File: src/starter_pkg.sv
// Functional notes
// - Analog output scaled by span 1-125%
// - Analog output clamped at full scale
// - Offset 0-99% added to spanned value
// - Inline off, no line: alarm while stopped, not ready
// - Inline delay: no alarm, delayed no-line fault
// - Feedback differs from relay: fault 48
// - No alarm for feedback mismatch
// - Disabled keypad stop works only from keypad
// - Enabled keypad stop works from any source
// - Auto-start off: start on rising edge
// - Auto-start on fault reset; power-up auto-start never fires
// - Decode command codes 0 to 8
// - Reflash only idle; halts until power cycle
// - Clear run-time or energy meters
// - Store, load, factory-default parameter sets
// - Serial request timeout: fault 82, controlled stop
// - Bit rate 1200 to 19200, default 19200
// - Station address 1-247, default 1
// - Analog output refreshed every 25 ms
// - Framing even, odd, none, none two-stop
package starter_pkg;
  localparam int CLK_HZ = 25_000_000;
  localparam int TICK_MS = 100;
  localparam int TICK_CYC = CLK_HZ / 1000 * TICK_MS;
  localparam int AOUT_MS = 25;
  localparam int AOUT_CYC = CLK_HZ / 1000 * AOUT_MS;
  localparam logic [13:0] AOUT_FULL = 14'h2710;
  localparam logic [3:0] TICKS_PER_SEC = 4'hA;
  // Register offsets
  localparam logic [3:0] REG_SPAN = 4'h0;
  localparam logic [3:0] REG_OFFSET = 4'h1;
  localparam logic [3:0] REG_INLINE = 4'h2;
  localparam logic [3:0] REG_BYPASS = 4'h3;
  localparam logic [3:0] REG_CTRL = 4'h4;
  localparam logic [3:0] REG_CMD = 4'h5;
  localparam logic [3:0] REG_COMTO = 4'h6;
  localparam logic [3:0] REG_BAUD = 4'h7;
  localparam logic [3:0] REG_ADDR = 4'h8;
  localparam logic [3:0] REG_FRAME = 4'h9;
  localparam logic [3:0] REG_STATUS = 4'hA;
  // Limits and special codes
  localparam logic [6:0] SPAN_MAX = 7'h7D;
  localparam logic [6:0] OFFSET_MAX = 7'h63;
  localparam logic [7:0] INLINE_MAX = 8'h64;
  localparam logic [7:0] INLINE_OFF = 8'hFF;
  localparam logic [5:0] BYPASS_MAX = 6'h32;
  localparam logic [6:0] COMTO_MAX = 7'h78;
  localparam logic [7:0] ADDR_MAX = 8'hF7;
  localparam logic [7:0] FLT_NOLINE = 8'h01;
  localparam logic [7:0] FLT_BYPASS = 8'h30;
  localparam logic [7:0] FLT_COMTO = 8'h52;
  // Bit-rate divisors at 25 MHz
  localparam logic [15:0] DIV_1200 = 16'h5161;
  localparam logic [15:0] DIV_2400 = 16'h28B1;
  localparam logic [15:0] DIV_4800 = 16'h1458;
  localparam logic [15:0] DIV_9600 = 16'h0A2C;
  localparam logic [15:0] DIV_19200 = 16'h0516;
  typedef enum logic [3:0] {
    CMD_NONE = 4'h0, CMD_TEST = 4'h1, CMD_PTEST = 4'h2,
    CMD_CLR_RT = 4'h3, CMD_CLR_KWH = 4'h4, CMD_REFLASH = 4'h5,
    CMD_STORE = 4'h6, CMD_LOAD = 4'h7, CMD_FACTORY = 4'h8
  } cmd_t;
  typedef enum logic [1:0] {
    AUTO_OFF = 2'b00, AUTO_POWER = 2'b01, AUTO_FAULT = 2'b10, AUTO_BOTH = 2'b11
  } auto_t;
  typedef enum logic [1:0] {
    SRC_KEYPAD = 2'b00, SRC_TERMINAL = 2'b01, SRC_SERIAL = 2'b10
  } src_t;
  typedef enum logic [2:0] {
    BAUD_1200 = 3'b000, BAUD_2400 = 3'b001, BAUD_4800 = 3'b010,
    BAUD_9600 = 3'b011, BAUD_19200 = 3'b100
  } baud_t;
  typedef enum logic [1:0] {
    FRAME_EVEN1 = 2'b00, FRAME_ODD1 = 2'b01, FRAME_NONE1 = 2'b10, FRAME_NONE2 = 2'b11
  } frame_t;
  typedef struct packed {
    logic [6:0] span;
    logic [6:0] offset;
    logic [7:0] inline_dly;
    logic [5:0] bypass_dly;
    logic kp_stop_en;
    auto_t auto_mode;
    src_t source;
    logic [6:0] comto;
    baud_t baud;
    logic [7:0] addr;
    frame_t frame;
  } cfg_t;
  localparam cfg_t CFG_DEFAULT = '{span: 7'h64, offset: 7'h00,
    inline_dly: 8'h1E, bypass_dly: 6'h14, kp_stop_en: 1'b1,
    auto_mode: AUTO_OFF, source: SRC_TERMINAL, comto: 7'h00,
    baud: BAUD_19200, addr: 8'h01, frame: FRAME_EVEN1};
  typedef struct packed {
    logic self_test;
    logic powered_test;
    logic clr_runtime;
    logic clr_energy;
    logic store;
    logic load;
    logic factory;
  } cmd_pulse_t;
  typedef struct packed {
    baud_t baud;
    frame_t frame;
    logic [7:0] addr;
    logic bit_en;
  } serial_cfg_t;
  function automatic logic [15:0] baud_div(input baud_t b);
    case (b)
      BAUD_1200: baud_div = DIV_1200;
      BAUD_2400: baud_div = DIV_2400;
      BAUD_4800: baud_div = DIV_4800;
      BAUD_9600: baud_div = DIV_9600;
      default: baud_div = DIV_19200;
    endcase
  endfunction
endpackage

File: src/starter_supervision.sv
`timescale 1ns/10ps
module starter_supervision #(
  parameter int TICK_CYCLES = starter_pkg::TICK_CYC,
  parameter int AOUT_CYCLES = starter_pkg::AOUT_CYC
) (
  // Clock and reset
  input wire logic clk_in,
  input wire logic rst_in,
  // Register port
  input wire logic [3:0] addr_in,
  input wire logic [15:0] wdata_in,
  input wire logic wr_in,
  input wire logic rd_in,
  output logic [15:0] rdata_out,
  // Field pins
  input wire logic line_sensed_in,
  input wire logic run_contactor_feedback_in,
  input wire logic start_in,
  input wire logic keypad_stop_in,
  input wire logic stop_in,
  // Same-clock inputs
  input wire logic up_to_speed_relay_in,
  input wire logic modbus_valid_in,
  input wire logic [6:0] aout_level_in,
  // Starter control and status
  output logic run_out,
  output logic ready_out,
  output logic no_line_alarm_out,
  output logic missing_line_fault_out,
  output logic fault_out,
  output logic [7:0] fault_code_out,
  output logic controlled_stop_out,
  output logic reprogram_indication_out,
  output logic remote_display_en_out,
  // Commands, serial setup, analog output
  output starter_pkg::cmd_pulse_t cmd_out,
  output starter_pkg::serial_cfg_t serial_out,
  output logic [13:0] aout_value_out
);
  localparam int P_LINE = 0;
  localparam int P_FB = 1;
  localparam int P_START = 2;
  localparam int P_KSTOP = 3;
  localparam int P_STOP = 4;

  typedef struct packed {
    starter_pkg::cfg_t cfg;
    starter_pkg::cfg_t bak;
    logic [15:0] rdata;
    logic [4:0] sy0;
    logic [4:0] sy1;
    logic [4:0] sy2;
    logic [4:0] flt;
    logic start_prev;
    logic [21:0] tick_cnt;
    logic tick;
    logic [19:0] aout_cnt;
    logic aout_en;
    logic [15:0] baud_cnt;
    logic baud_en;
    logic [7:0] noline_cnt;
    logic [5:0] byp_cnt;
    logic [10:0] comto_cnt;
    logic [1:0] pwr_wait;
    logic pwr_done;
    logic run;
    logic [2:0] fault;
    logic [7:0] fault_code;
    logic ctl_stop;
    logic reflash;
    starter_pkg::cmd_pulse_t cmd;
  } sup_st_t;

  sup_st_t s_r, s_nxt;
  logic inline_on;
  logic kp_stop_eff;
  logic start_edge;
  logic fault_clr;
  logic auto_pwr;
  logic auto_flt;
  logic start_req;
  logic noline_set;
  logic byp_set;
  logic comto_set;
  logic [2:0] fault_set;
  logic stop_any;
  logic [10:0] comto_lim;
  logic wr_ok;

  ////////////////////////////////////////////////////////////////////////
  always_comb begin
    s_nxt = s_r;
    s_nxt.tick = 1'b0;
    s_nxt.aout_en = 1'b0;
    s_nxt.baud_en = 1'b0;
    s_nxt.ctl_stop = 1'b0;
    s_nxt.cmd = '0;
    // Three-stage pin capture; a change counts when stages two and three agree
    s_nxt.sy0 = {stop_in, keypad_stop_in, start_in, run_contactor_feedback_in,
      line_sensed_in};
    s_nxt.sy1 = s_r.sy0;
    s_nxt.sy2 = s_r.sy1;
    s_nxt.flt = ((s_r.sy1 ~^ s_r.sy2) & s_r.sy2) | ((s_r.sy1 ^ s_r.sy2) & s_r.flt);
    s_nxt.start_prev = s_r.flt[P_START];

    if (s_r.tick_cnt == 22'(TICK_CYCLES - 1)) begin
      s_nxt.tick_cnt = '0;
      s_nxt.tick = 1'b1;
    end else begin
      s_nxt.tick_cnt = s_r.tick_cnt + 22'h000001;
    end
    if (s_r.aout_cnt == 20'(AOUT_CYCLES - 1)) begin
      s_nxt.aout_cnt = '0;
      s_nxt.aout_en = 1'b1;
    end else begin
      s_nxt.aout_cnt = s_r.aout_cnt + 20'h00001;
    end
    // bit-rate enable for the serial link
    if (s_r.baud_cnt >= starter_pkg::baud_div(s_r.cfg.baud) - 16'h0001) begin
      s_nxt.baud_cnt = '0;
      s_nxt.baud_en = 1'b1;
    end else begin
      s_nxt.baud_cnt = s_r.baud_cnt + 16'h0001;
    end

    // Power-up auto start is checked once, a cycle before the start filter follows the pin
    if (s_r.pwr_wait != 2'b11) begin
      s_nxt.pwr_wait = s_r.pwr_wait + 2'b01;
    end else begin
      s_nxt.pwr_done = 1'b1;
    end

    if (s_r.run && inline_on && !s_r.flt[P_LINE]) begin
      if (s_r.tick) begin
        s_nxt.noline_cnt = s_r.noline_cnt + 8'h01;
      end
    end else begin
      s_nxt.noline_cnt = '0;
    end
    // mismatch timer, restarts when states agree
    if (s_r.cfg.bypass_dly != 6'h00 && (s_r.flt[P_FB] != up_to_speed_relay_in)) begin
      if (s_r.tick && !byp_set) begin
        s_nxt.byp_cnt = s_r.byp_cnt + 6'h01;
      end
    end else begin
      s_nxt.byp_cnt = '0;
    end
    if (s_r.cfg.comto == 7'h00 || !s_r.run || modbus_valid_in) begin
      s_nxt.comto_cnt = '0;
    end else if (s_r.tick && !comto_set) begin
      s_nxt.comto_cnt = s_r.comto_cnt + 11'h001;
    end
    s_nxt.ctl_stop = comto_set;

    // Sticky faults: a new fault beats a reset in the same cycle
    s_nxt.fault = (s_r.fault & {3{~fault_clr}}) | fault_set;
    if (fault_set[0]) begin
      s_nxt.fault_code = starter_pkg::FLT_NOLINE;
    end else if (fault_set[1]) begin
      s_nxt.fault_code = starter_pkg::FLT_BYPASS;
    end else if (fault_set[2]) begin
      s_nxt.fault_code = starter_pkg::FLT_COMTO;
    end else if (fault_clr) begin
      s_nxt.fault_code = 8'h00;
    end

    // stops and faults beat any start
    if (stop_any) begin
      s_nxt.run = 1'b0;
    end else if (start_req) begin
      s_nxt.run = 1'b1;
    end

    // Register reads, answered in the following cycle
    s_nxt.rdata = '0;
    if (rd_in) begin
      if (addr_in == starter_pkg::REG_SPAN) begin
        s_nxt.rdata = {9'h000, s_r.cfg.span};
      end else if (addr_in == starter_pkg::REG_OFFSET) begin
        s_nxt.rdata = {9'h000, s_r.cfg.offset};
      end else if (addr_in == starter_pkg::REG_INLINE) begin
        s_nxt.rdata = {8'h00, s_r.cfg.inline_dly};
      end else if (addr_in == starter_pkg::REG_BYPASS) begin
        s_nxt.rdata = {10'h000, s_r.cfg.bypass_dly};
      end else if (addr_in == starter_pkg::REG_CTRL) begin
        s_nxt.rdata = {11'h000, s_r.cfg.source, s_r.cfg.auto_mode, s_r.cfg.kp_stop_en};
      end else if (addr_in == starter_pkg::REG_COMTO) begin
        s_nxt.rdata = {9'h000, s_r.cfg.comto};
      end else if (addr_in == starter_pkg::REG_BAUD) begin
        s_nxt.rdata = {13'h0000, s_r.cfg.baud};
      end else if (addr_in == starter_pkg::REG_ADDR) begin
        s_nxt.rdata = {8'h00, s_r.cfg.addr};
      end else if (addr_in == starter_pkg::REG_FRAME) begin
        s_nxt.rdata = {14'h0000, s_r.cfg.frame};
      end else if (addr_in == starter_pkg::REG_STATUS) begin
        s_nxt.rdata = {s_r.fault_code, s_r.reflash, s_r.fault, ready_out,
          no_line_alarm_out, s_r.flt[P_LINE], s_r.run};
      end
    end

    // Register writes; out-of-range values leave the setting unchanged
    if (wr_ok) begin
      if (addr_in == starter_pkg::REG_SPAN) begin
        if (wdata_in[15:7] == 9'h000 && wdata_in[6:0] != 7'h00
            && wdata_in[6:0] <= starter_pkg::SPAN_MAX) begin
          s_nxt.cfg.span = wdata_in[6:0];
        end
      end else if (addr_in == starter_pkg::REG_OFFSET) begin
        if (wdata_in[15:7] == 9'h000 && wdata_in[6:0] <= starter_pkg::OFFSET_MAX) begin
          s_nxt.cfg.offset = wdata_in[6:0];
        end
      end else if (addr_in == starter_pkg::REG_INLINE) begin
        if (wdata_in[15:8] == 8'h00 && (wdata_in[7:0] <= starter_pkg::INLINE_MAX
            || wdata_in[7:0] == starter_pkg::INLINE_OFF)) begin
          s_nxt.cfg.inline_dly = wdata_in[7:0];
        end
      end else if (addr_in == starter_pkg::REG_BYPASS) begin
        if (wdata_in[15:6] == 10'h000 && wdata_in[5:0] <= starter_pkg::BYPASS_MAX) begin
          s_nxt.cfg.bypass_dly = wdata_in[5:0];
        end
      end else if (addr_in == starter_pkg::REG_CTRL) begin
        if (wdata_in[4:3] != 2'b11) begin
          s_nxt.cfg.kp_stop_en = wdata_in[0];
          s_nxt.cfg.auto_mode = starter_pkg::auto_t'(wdata_in[2:1]);
          s_nxt.cfg.source = starter_pkg::src_t'(wdata_in[4:3]);
        end
      end else if (addr_in == starter_pkg::REG_CMD) begin
        case (wdata_in[3:0])
          starter_pkg::CMD_TEST: s_nxt.cmd.self_test = 1'b1;
          starter_pkg::CMD_PTEST: s_nxt.cmd.powered_test = 1'b1;
          starter_pkg::CMD_CLR_RT: s_nxt.cmd.clr_runtime = 1'b1;
          starter_pkg::CMD_CLR_KWH: s_nxt.cmd.clr_energy = 1'b1;
          starter_pkg::CMD_REFLASH: s_nxt.reflash = !s_r.run && !start_req;
          starter_pkg::CMD_STORE: begin
            s_nxt.bak = s_r.cfg;
            s_nxt.cmd.store = 1'b1;
          end
          starter_pkg::CMD_LOAD: begin
            s_nxt.cfg = s_r.bak;
            s_nxt.cmd.load = 1'b1;
          end
          starter_pkg::CMD_FACTORY: begin
            s_nxt.cfg = starter_pkg::CFG_DEFAULT;
            s_nxt.cmd.factory = 1'b1;
          end
          default: s_nxt.cmd = '0;
        endcase
      end else if (addr_in == starter_pkg::REG_COMTO) begin
        // timeout off or 1 to 120 s
        if (wdata_in[15:7] == 9'h000 && wdata_in[6:0] <= starter_pkg::COMTO_MAX) begin
          s_nxt.cfg.comto = wdata_in[6:0];
        end
      end else if (addr_in == starter_pkg::REG_BAUD) begin
        if (wdata_in[15:3] == 13'h0000 && wdata_in[2:0] <= 3'b100) begin
          s_nxt.cfg.baud = starter_pkg::baud_t'(wdata_in[2:0]);
        end
      end else if (addr_in == starter_pkg::REG_ADDR) begin
        if (wdata_in[15:8] == 8'h00 && wdata_in[7:0] != 8'h00
            && wdata_in[7:0] <= starter_pkg::ADDR_MAX) begin
          s_nxt.cfg.addr = wdata_in[7:0];
        end
      end else if (addr_in == starter_pkg::REG_FRAME) begin
        if (wdata_in[15:2] == 14'h0000) begin
          s_nxt.cfg.frame = starter_pkg::frame_t'(wdata_in[1:0]);
        end
      end
    end
  end

  ////////////////////////////////////////////////////////////////////////
  // Reflash freezes configuration; only a power cycle leaves it
  assign wr_ok = wr_in && !s_r.reflash;
  assign inline_on = s_r.cfg.inline_dly != starter_pkg::INLINE_OFF;
  assign fault_clr = wr_ok && addr_in == starter_pkg::REG_STATUS && wdata_in[0];
  // disabled key still works from keypad source
  // enabled key works from every source
  assign kp_stop_eff = s_r.flt[P_KSTOP]
    && (s_r.cfg.kp_stop_en || s_r.cfg.source == starter_pkg::SRC_KEYPAD);
  // outside the fault-reset auto start, only a fresh rising edge starts
  assign start_edge = s_r.flt[P_START] && !s_r.start_prev;
  // level start on fault reset; the power-up term sees the start filter still low
  assign auto_pwr = s_r.pwr_wait == 2'b11 && !s_r.pwr_done && s_r.flt[P_START]
    && s_r.cfg.auto_mode[0];
  assign auto_flt = fault_clr && s_r.fault != 3'b000 && s_r.flt[P_START]
    && s_r.cfg.auto_mode[1];
  assign start_req = (start_edge || auto_pwr || auto_flt) && !s_r.run && !s_r.reflash;
  // start with no line and no inline contactor
  assign noline_set = (start_req && !inline_on && !s_r.flt[P_LINE])
    || (inline_on && s_r.run && !s_r.flt[P_LINE]
        && s_r.noline_cnt >= s_r.cfg.inline_dly);
  // mismatch goes straight to the fault, no alarm
  assign byp_set = s_r.cfg.bypass_dly != 6'h00 && s_r.byp_cnt >= s_r.cfg.bypass_dly;
  assign comto_lim = 11'(s_r.cfg.comto) * 11'(starter_pkg::TICKS_PER_SEC);
  assign comto_set = s_r.cfg.comto != 7'h00 && s_r.run && !modbus_valid_in
    && s_r.comto_cnt >= comto_lim;
  assign fault_set = {comto_set, byp_set, noline_set};
  // A fault being reset no longer blocks the auto start it enables
  assign stop_any = kp_stop_eff || s_r.flt[P_STOP] || (s_r.fault != 3'b000 && !fault_clr)
    || fault_set != 3'b000 || s_r.reflash;

  always_ff @(posedge clk_in) begin
    if (rst_in) begin
      s_r <= '0;
      s_r.cfg <= starter_pkg::CFG_DEFAULT;
      s_r.bak <= starter_pkg::CFG_DEFAULT;
    end else begin
      s_r <= s_nxt;
    end
  end

  aout_scale u_aout (
    .clk_in(clk_in),
    .rst_in(rst_in),
    .refresh_in(s_r.aout_en),
    .level_in(aout_level_in),
    .span_in(s_r.cfg.span),
    .offset_in(s_r.cfg.offset),
    .value_out(aout_value_out)
  );

  ////////////////////////////////////////////////////////////////////////
  assign rdata_out = s_r.rdata;
  assign run_out = s_r.run;
  // alarm and not ready while stopped
  assign no_line_alarm_out = !inline_on && !s_r.run && !s_r.flt[P_LINE];
  assign ready_out = s_r.fault == 3'b000 && !s_r.reflash
    && (inline_on || s_r.flt[P_LINE]);
  assign missing_line_fault_out = s_r.fault[0];
  assign fault_out = s_r.fault != 3'b000;
  assign fault_code_out = s_r.fault_code;
  assign controlled_stop_out = s_r.ctl_stop;
  assign reprogram_indication_out = s_r.reflash;
  assign remote_display_en_out = !s_r.reflash;
  assign cmd_out = s_r.cmd;
  assign serial_out = '{baud: s_r.cfg.baud, frame: s_r.cfg.frame,
    addr: s_r.cfg.addr, bit_en: s_r.baud_en};
endmodule // starter_supervision

File: src/aout_scale.sv
`timescale 1ns/10ps
module aout_scale (
  // Clock and reset
  input wire logic clk_in,
  input wire logic rst_in,
  // Scaling inputs
  input wire logic refresh_in,
  input wire logic [6:0] level_in,
  input wire logic [6:0] span_in,
  input wire logic [6:0] offset_in,
  // Output in 0.01 percent units
  output logic [13:0] value_out
);
  typedef struct packed {
    logic [13:0] value;
  } aout_st_t;
  aout_st_t s_r, s_nxt;
  logic [14:0] raw;
  assign raw = 15'(level_in) * 15'(span_in) + 15'(offset_in) * 15'(7'h64);
  always_comb begin
    s_nxt = s_r;
    if (refresh_in) begin
      s_nxt.value = (raw > 15'(starter_pkg::AOUT_FULL)) ? starter_pkg::AOUT_FULL : raw[13:0];
    end
  end
  always_ff @(posedge clk_in) begin
    if (rst_in) begin
      s_r <= '0;
    end else begin
      s_r <= s_nxt;
    end
  end
  assign value_out = s_r.value;
endmodule // aout_scale

File: config.mk
export PLATFORM = sky130hd
export DESIGN_NAME = starter_supervision
export DESIGN_NICKNAME = d
export VERILOG_FILES = /design/src/starter_pkg.sv /design/src/starter_supervision.sv /design/src/aout_scale.sv
export SDC_FILE = /design/constraint.sdc
export NUM_CORES = 1
export LEC_CHECK = 0
export BUFFER_PORTS_ARGS = -buffer_cell sky130_fd_sc_hd__buf_4
export CELL_PAD_IN_SITES_DETAIL_PLACEMENT = 1
export CELL_PAD_IN_SITES_GLOBAL_PLACEMENT = 2
export CORE_ASPECT_RATIO = 2
export CORE_MARGIN = 3
export CORE_UTILIZATION = 40
export CTS_CLUSTER_DIAMETER = 50
export DETAILED_ROUTE_END_ITERATION = 16
export GPL_TIMING_DRIVEN = 1
export PLACE_DENSITY = 0.89
export SYNTH_ARGS = -nofsm -noshare
export SYNTH_HDL_FRONTEND = slang
export SYNTH_SLANG_ARGS = --single-unit
File: constraint.sdc
create_clock -name clk_in -period 17.75 [get_ports clk_in]
set_clock_uncertainty 0.1 [all_clocks]
set_input_delay 3.55 -clock clk_in [delete_from_list [all_inputs] [get_ports clk_in]]
set_output_delay 3.55 -clock clk_in [all_outputs]
set_load 0.03 [all_outputs]
# Word-level counts from Yosys, hierarchy flattened
# Cells that the tools add are included.
[word_totals] memories=0 latch_bits=0 regBits=261 out_inout_bits=67 wordCells=338 mem_bits_ro=0 ramBits=0 inputBits=38
[op_classes] shifts=0 n_eq_ne=58 n_div=0 n_reduce_logical=114 muxes=67 n_lt_le_gt_ge=12 n_bitwise=19 n_mul=3 add_sub_neg=9
[op_table] operator="two-way mux 53 bit" n=7
[op_table] operator="two-way mux 33 bit" n=7
[op_table] operator="case mux 53 bit (2 select lines)" n=1
[op_table] operator="two-way mux 8 bit" n=12
[op_table] operator="two-way mux 7 bit" n=11
[op_table] operator="case mux 15 bit (4 select lines)" n=1
[op_table] operator="AND reduction 8 bit" n=7
[op_table] operator="logical AND 1 bit" n=40
[op_table] operator="== test 4 x 3 -> 1 bit, second input constant" n=8
[op_table] operator="!= test 2 bit, second input constant" n=15
[op_table] operator="two-way mux 14 bit" n=2
[op_table] operator="two-way mux 28 bit" n=1
[op_table] operator="adder 22 x 1 -> 22 bit, second input constant" n=1
[op_table] operator="== test 22 bit, second input constant" n=1
[op_table] operator="two-way mux 22 bit" n=1
[op_table] operator="less-or-equal comparator 7 bit, second input constant" n=3
[op_table] operator="adder 20 x 1 -> 20 bit, second input constant" n=1
[op_table] operator="== test 20 bit, second input constant" n=1
[op_table] operator="two-way mux 20 bit" n=1
[op_table] operator="two-way mux 6 bit" n=3
[op_table] operator="nonzero test 2 bit" n=9
[op_table] operator="OR reduction 2 bit" n=9
[op_table] operator="adder 16 x 1 -> 16 bit, second input constant" n=1
[op_table] operator="== test 4 x 2 -> 1 bit, second input constant" n=4
[op_table] operator="other kinds (71)" n=135

# Depth between registers and ports, before layout
[logic_depth] ltp_word=21 ltp_mapped=23 depth_no_buf=22

# Modules after synthesis
# From an unflattened synthesis, not the netlist that was laid out.
[unflattened] cells_unflattened=1779 area_unflattened_um2=15187.1
[by_module_without_submodules] mod="starter_supervision" cells_each=1447 instances=1 seq_area_each_um2=4904.7 area_each_um2=12156.7
[by_module_without_submodules] mod="aout_scale" cells_each=332 instances=1 seq_area_each_um2=280.3 area_each_um2=3030.4

# Worst setup path after synthesis
# OpenSTA, ideal clock, no wires.
[synth_timing] path_type="in2reg" from="input aout_level_in[1]" to="register u_aout.s_r (netlist bit u_aout.value_out[10])" path_buffers=2 slack_ns=9.387 stages=18 required_ns=17.531 arrival_ns=8.144 setup_time_ns=0.119 cell_sequence="and2_1 -> fa_1 -> fa_1 -> fa_1 -> inv_1 -> fa_1 -> inv_1 -> ha_1 -> buf_6 -> a2111oi_4 -> o21ai_1 -> a31oi_2 -> a21o_1 -> a31oi_1 -> o41ai_1 -> a41oi_2 -> buf_6 -> o221a_2"
[synth_via] elab_chain_len=4
[synth_lines] element="start: declaration" line="starter_supervision.sv:24" source="input wire logic [6:0] aout_level_in,"
[synth_lines] element="multiplier 7 x 7 -> 14 bit *" line="aout_scale.sv:19" source="assign raw = 15'(level_in) * 15'(span_in) + 15'(offset_in) * 15'(7'h64);"
[synth_lines] element="adder 14 x 14 -> 15 bit *" line="aout_scale.sv:19"
[synth_lines] element="greater-than comparator 15 x 14 -> 1 bit" line="aout_scale.sv:23" source="s_nxt.value = (raw > 15'(starter_pkg::AOUT_FULL)) ? starter_pkg::AOUT_FULL : raw[13:0];"
[synth_lines] element="two-way mux 14 bit *" line="aout_scale.sv:23"
[synth_lines] element="end signal: assignment" line="aout_scale.sv:30" source="s_r <= s_nxt;"
[synth_lines] element="end: declaration" line="aout_scale.sv:17" source="aout_st_t s_r, s_nxt;"
# Every way passes the cells marked *; elsewhere a longest branch is shown, timed or not.
# A chain may end at the register's enable or synchronous reset.

# Final worst setup path
[layout_timing] from="input aout_level_in[1]" to="register u_aout.s_r (netlist bit u_aout.value_out[9])"
# Same word-level chain as after synthesis.

==> impl_metrics.tcl <==
set metrics [dict create \
    syn-mean-instance-area_um2 8.44 \
    wl_met2_mm 27.0 \
    path_cells "buf_4 -> and2_1 -> fa_1 -> fa_1 -> fa_1 -> inv_1 -> fa_1 -> inv_1 -> ha_1 -> o21ai_0 -> nor2_1 -> or4_4 -> and3_1 -> o21a_1 -> a41oi_2 -> o221a_2" \
    slew_headroom_pct 20.3 \
    wl_met1_mm 16.5 \
    synth_fa_ha_area_share_pct 15.0 \
    setup-violations-final 0 \
    pwr-share-comb_pct 12.4 \
    core-area_um2 37300 \
    max_cap_viol_count 0 \
    finalNetCount 2000 \
    fillers 4440 \
    gp_congestion 0.934 \
    period_needed_ns 8.59 \
    cts_root_buf "clkbuf_16" \
    initial_core_util_pct 40.5 \
    slew_violations 0 \
    critPathMaxStageDelay_ns 0.58 \
    antenna_found_initial 0 \
    worst_setup_path_start_kind "primary input" \
    clkTransAtPathRegs_ns 0.06 \
    holdBufCountCts 0 \
    row_count 100 \
    vias 13100 \
    post-route-period-util_pct 48.4 \
    p_switching_mw 0.373 \
    p_int_mw 1.00 \
    wl_mm 48.2 \
    yosys_warnings 0 \
    dp_cells 2233 \
    ys_seq_elements 259 \
    p_seq_share_pct 43.1 \
    fin_ws_ns 9.16 \
    synth-xor-area-share_pct 5.11 \
    synth_top_area_cell "dfxtp_1" \
    synth_top_family_by_area "simple AND/OR/NAND/NOR gates" \
    syn_area_um2 15100 \
    critPathArrivalTime_ns 8.99 \
    synthTopCellsByArea "dfxtp_1 (34%), ha_1 (9.9%), nand2_1 (5.2%)" \
    grt_pass1_wl_mm 76.1 \
    drive_above_1_share_pct 10.1 \
    io_pins 105 \
    netlist_instances 1789 \
    cts_tree "built" \
    post_cts_resized 0 \
    ant_nets 0 \
    wl_per_cell_um 21.1 \
    synth_common_cells "dfxtp_1 (259), nand2_1 (211), nor2_1 (154), ha_1 (119), inv_1 (115)" \
    synth_edf_count 0 \
    first_iter_violations 506 \
    power_density_nw_per_um2 81.9 \
    crit_path_frequent_cell "fa_1" \
    hold_path.class "reg -> reg" \
    fp.dieH_um 281 \
    cts_sinks 259 \
    max_freq_mhz 116 \
    finalHoldViolations 0 \
    clkPwrFrac_pct 44.5 \
    track_usage_pct 23.8 \
    cts_setup_buffers 0 \
    wl_met3_mm 1.89 \
    viasPerCell 5.74 \
    synth_cell_types 74 \
    diodes 0 \
    hold_ws_ns 0.337 \
    clock_latency_ns 0.56 \
    h-tree-depth 1 \
    critPathRequiredTime_ns 18.15 \
    critPathCaptureType "register" \
    gr-total-overflow 0 \
    rsz0062_at_grt "no" \
    synth-simple-area-share_pct 22.2 \
    swShare_pct 27.1 \
    port_buffers 98 \
    tightest_slew_ns 1.20 \
    worstSetupPathType "in -> reg" \
    slowest_stage "or4_4" \
    dp_hpwl_mm 36.6 \
    synthFlopType "dfxtp_1" \
    synth_top_cell_area_share_pct 34.3 \
    leakagePower_nw 7.02 \
    area_delta_synth_final_pct 11.3 \
    setup_tns_ns 0 \
    dr.max_layer_used "met4" \
    peakVddDrop_mv 0.0620 \
    firstDrtPassIters 5 \
    numCtsBuffers 28 \
    layout.cells.non_filler 2283 \
    seq_area_frac_synth_pct 34.3 \
    cp_num_buf_inv 3 \
    final_util_pct 45.1 \
    clock_path_buffers 3 \
    post-place-ws_ns 8.66 \
    crit_fanout 11 \
    yosysMostFrequentCell "dfxtp_1" \
    die-area_um2 40300 \
    grt_pass1_vias 14100 \
    synth_mux_area_share_pct 0.945 \
    cp_top_family "adder cells" \
    grt_max_degree 76 \
    synth-compound-area-share_pct 14.9 \
    die_w_um 143 \
    seqCellArea_um2 5180 \
    multi_input_area_um2 8820 \
    outcome "complete, no violations" \
    drcViolationCount 0 \
    async_reset_ff_share_pct 0 \
]
placed cells by master (no fill, tap or decap), types with 13 or more instances in the layout:
| cell type | instances |
|---|---|
| dfxtp_1 | 259 |
| nand2_1 | 211 |
| nor2_1 | 154 |
| ha_1 | 119 |
| inv_1 | 115 |
| buf_4 | 109 |
| a21oi_1 | 105 |
| nand3_1 | 64 |
| xor2_1 | 50 |
| nor3_1 | 45 |
| nor2b_1 | 43 |
| and2_1 | 42 |
| fa_1 | 39 |
| xnor2_1 | 38 |
| a221oi_1 | 34 |
| o21ai_0 | 31 |
| clkbuf_16 | 29 |
| and3_1 | 24 |
| a211oi_1 | 22 |
| o211ai_1 | 21 |
| nand2b_1 | 20 |
| nand4_1 | 20 |
| nor4_1 | 17 |
| a31oi_1 | 16 |
| a21o_1 | 15 |
| o22ai_1 | 13 |
cells by family (layout without fill, tap and decap cells):
family,count (synthesis),in the layout
AO/OA/AOI/OAI,332,332
XOR/XNOR,88,88
adder cells (fa/ha/maj),158,158
buffers and inverters,246,276
flip-flops,259,259
multiplexers,14,14
other,2,7
AND/OR/NAND/NOR,690,690
through the flow:
| step | cell area, um^2 | power [mW] |
|---|---|---|
| 3_3_place_gp | 15800 | 0.770 |
| 2_1_floorplan | 15100 | 0.724 |
| 5_1_grt | 16800 | 1.43 |
| 6_report | 16800 | 1.38 |
| 3_5_place_dp | 15800 | 0.776 |
| 4_1_cts | 16800 | 1.39 |
area by class of cell:
cell class / instances / share of cell area (%)
clock buffer: 40 / 5.16
tap: 459 / 3.42
inverter: 117 / 2.61
clock inverter: 10 / 0.618
timing repair buffer: 109 / 4.87
multi-input combinational: 1289 / 52.5
sequential: 259 / 30.9
metal layers:
| metal | up-vias | global-route usage (%) |
|---|---|---|
| met5 | - | 0 |
| met4 | 0 | 12.4 |
| met3 | 140 | 2.84 |
| met2 | 321 | 47.5 |
| met1 | 6474 | 23.1 |
| li1 | 6171 | - |
power by group through the flow:
| stage | Clock, mW | Sequential [mW] | Combinational (mW) |
|---|---|---|---|
| 3_5_place_dp | 0 | 0.606 | 0.171 |
| 3_3_place_gp | 0 | 0.605 | 0.165 |
| 4_1_cts | 0.625 | 0.593 | 0.171 |
| 2_1_floorplan | 0 | 0.603 | 0.121 |
| 5_1_grt | 0.649 | 0.593 | 0.189 |
| 6_report | 0.613 | 0.593 | 0.171 |
final timing paths:
check | startpoint | endpoint | slack (ns) | cells after the start
setup / recovery | aout_level_in[1] | u_aout.value_out[9] | 9.16 | 16
hold reg to reg | s_nxt[122] | s_nxt[117] | 0.34 | 1
setup reg to reg | s_r[240] | u_aout.value_out[11] | 11.08 | 20
hold / removal | s_nxt[122] | s_nxt[117] | 0.34 | 1
state kept, by name, summed over array words and instances (netlist names), 4 cells and up:
name and count:
rdata_out 12, fault_code_out 4, cmd_out 7, s_nxt 11, serial_out 14, s_r 193, u_aout.value_out 14
Power figures use the tool's default switching activity.
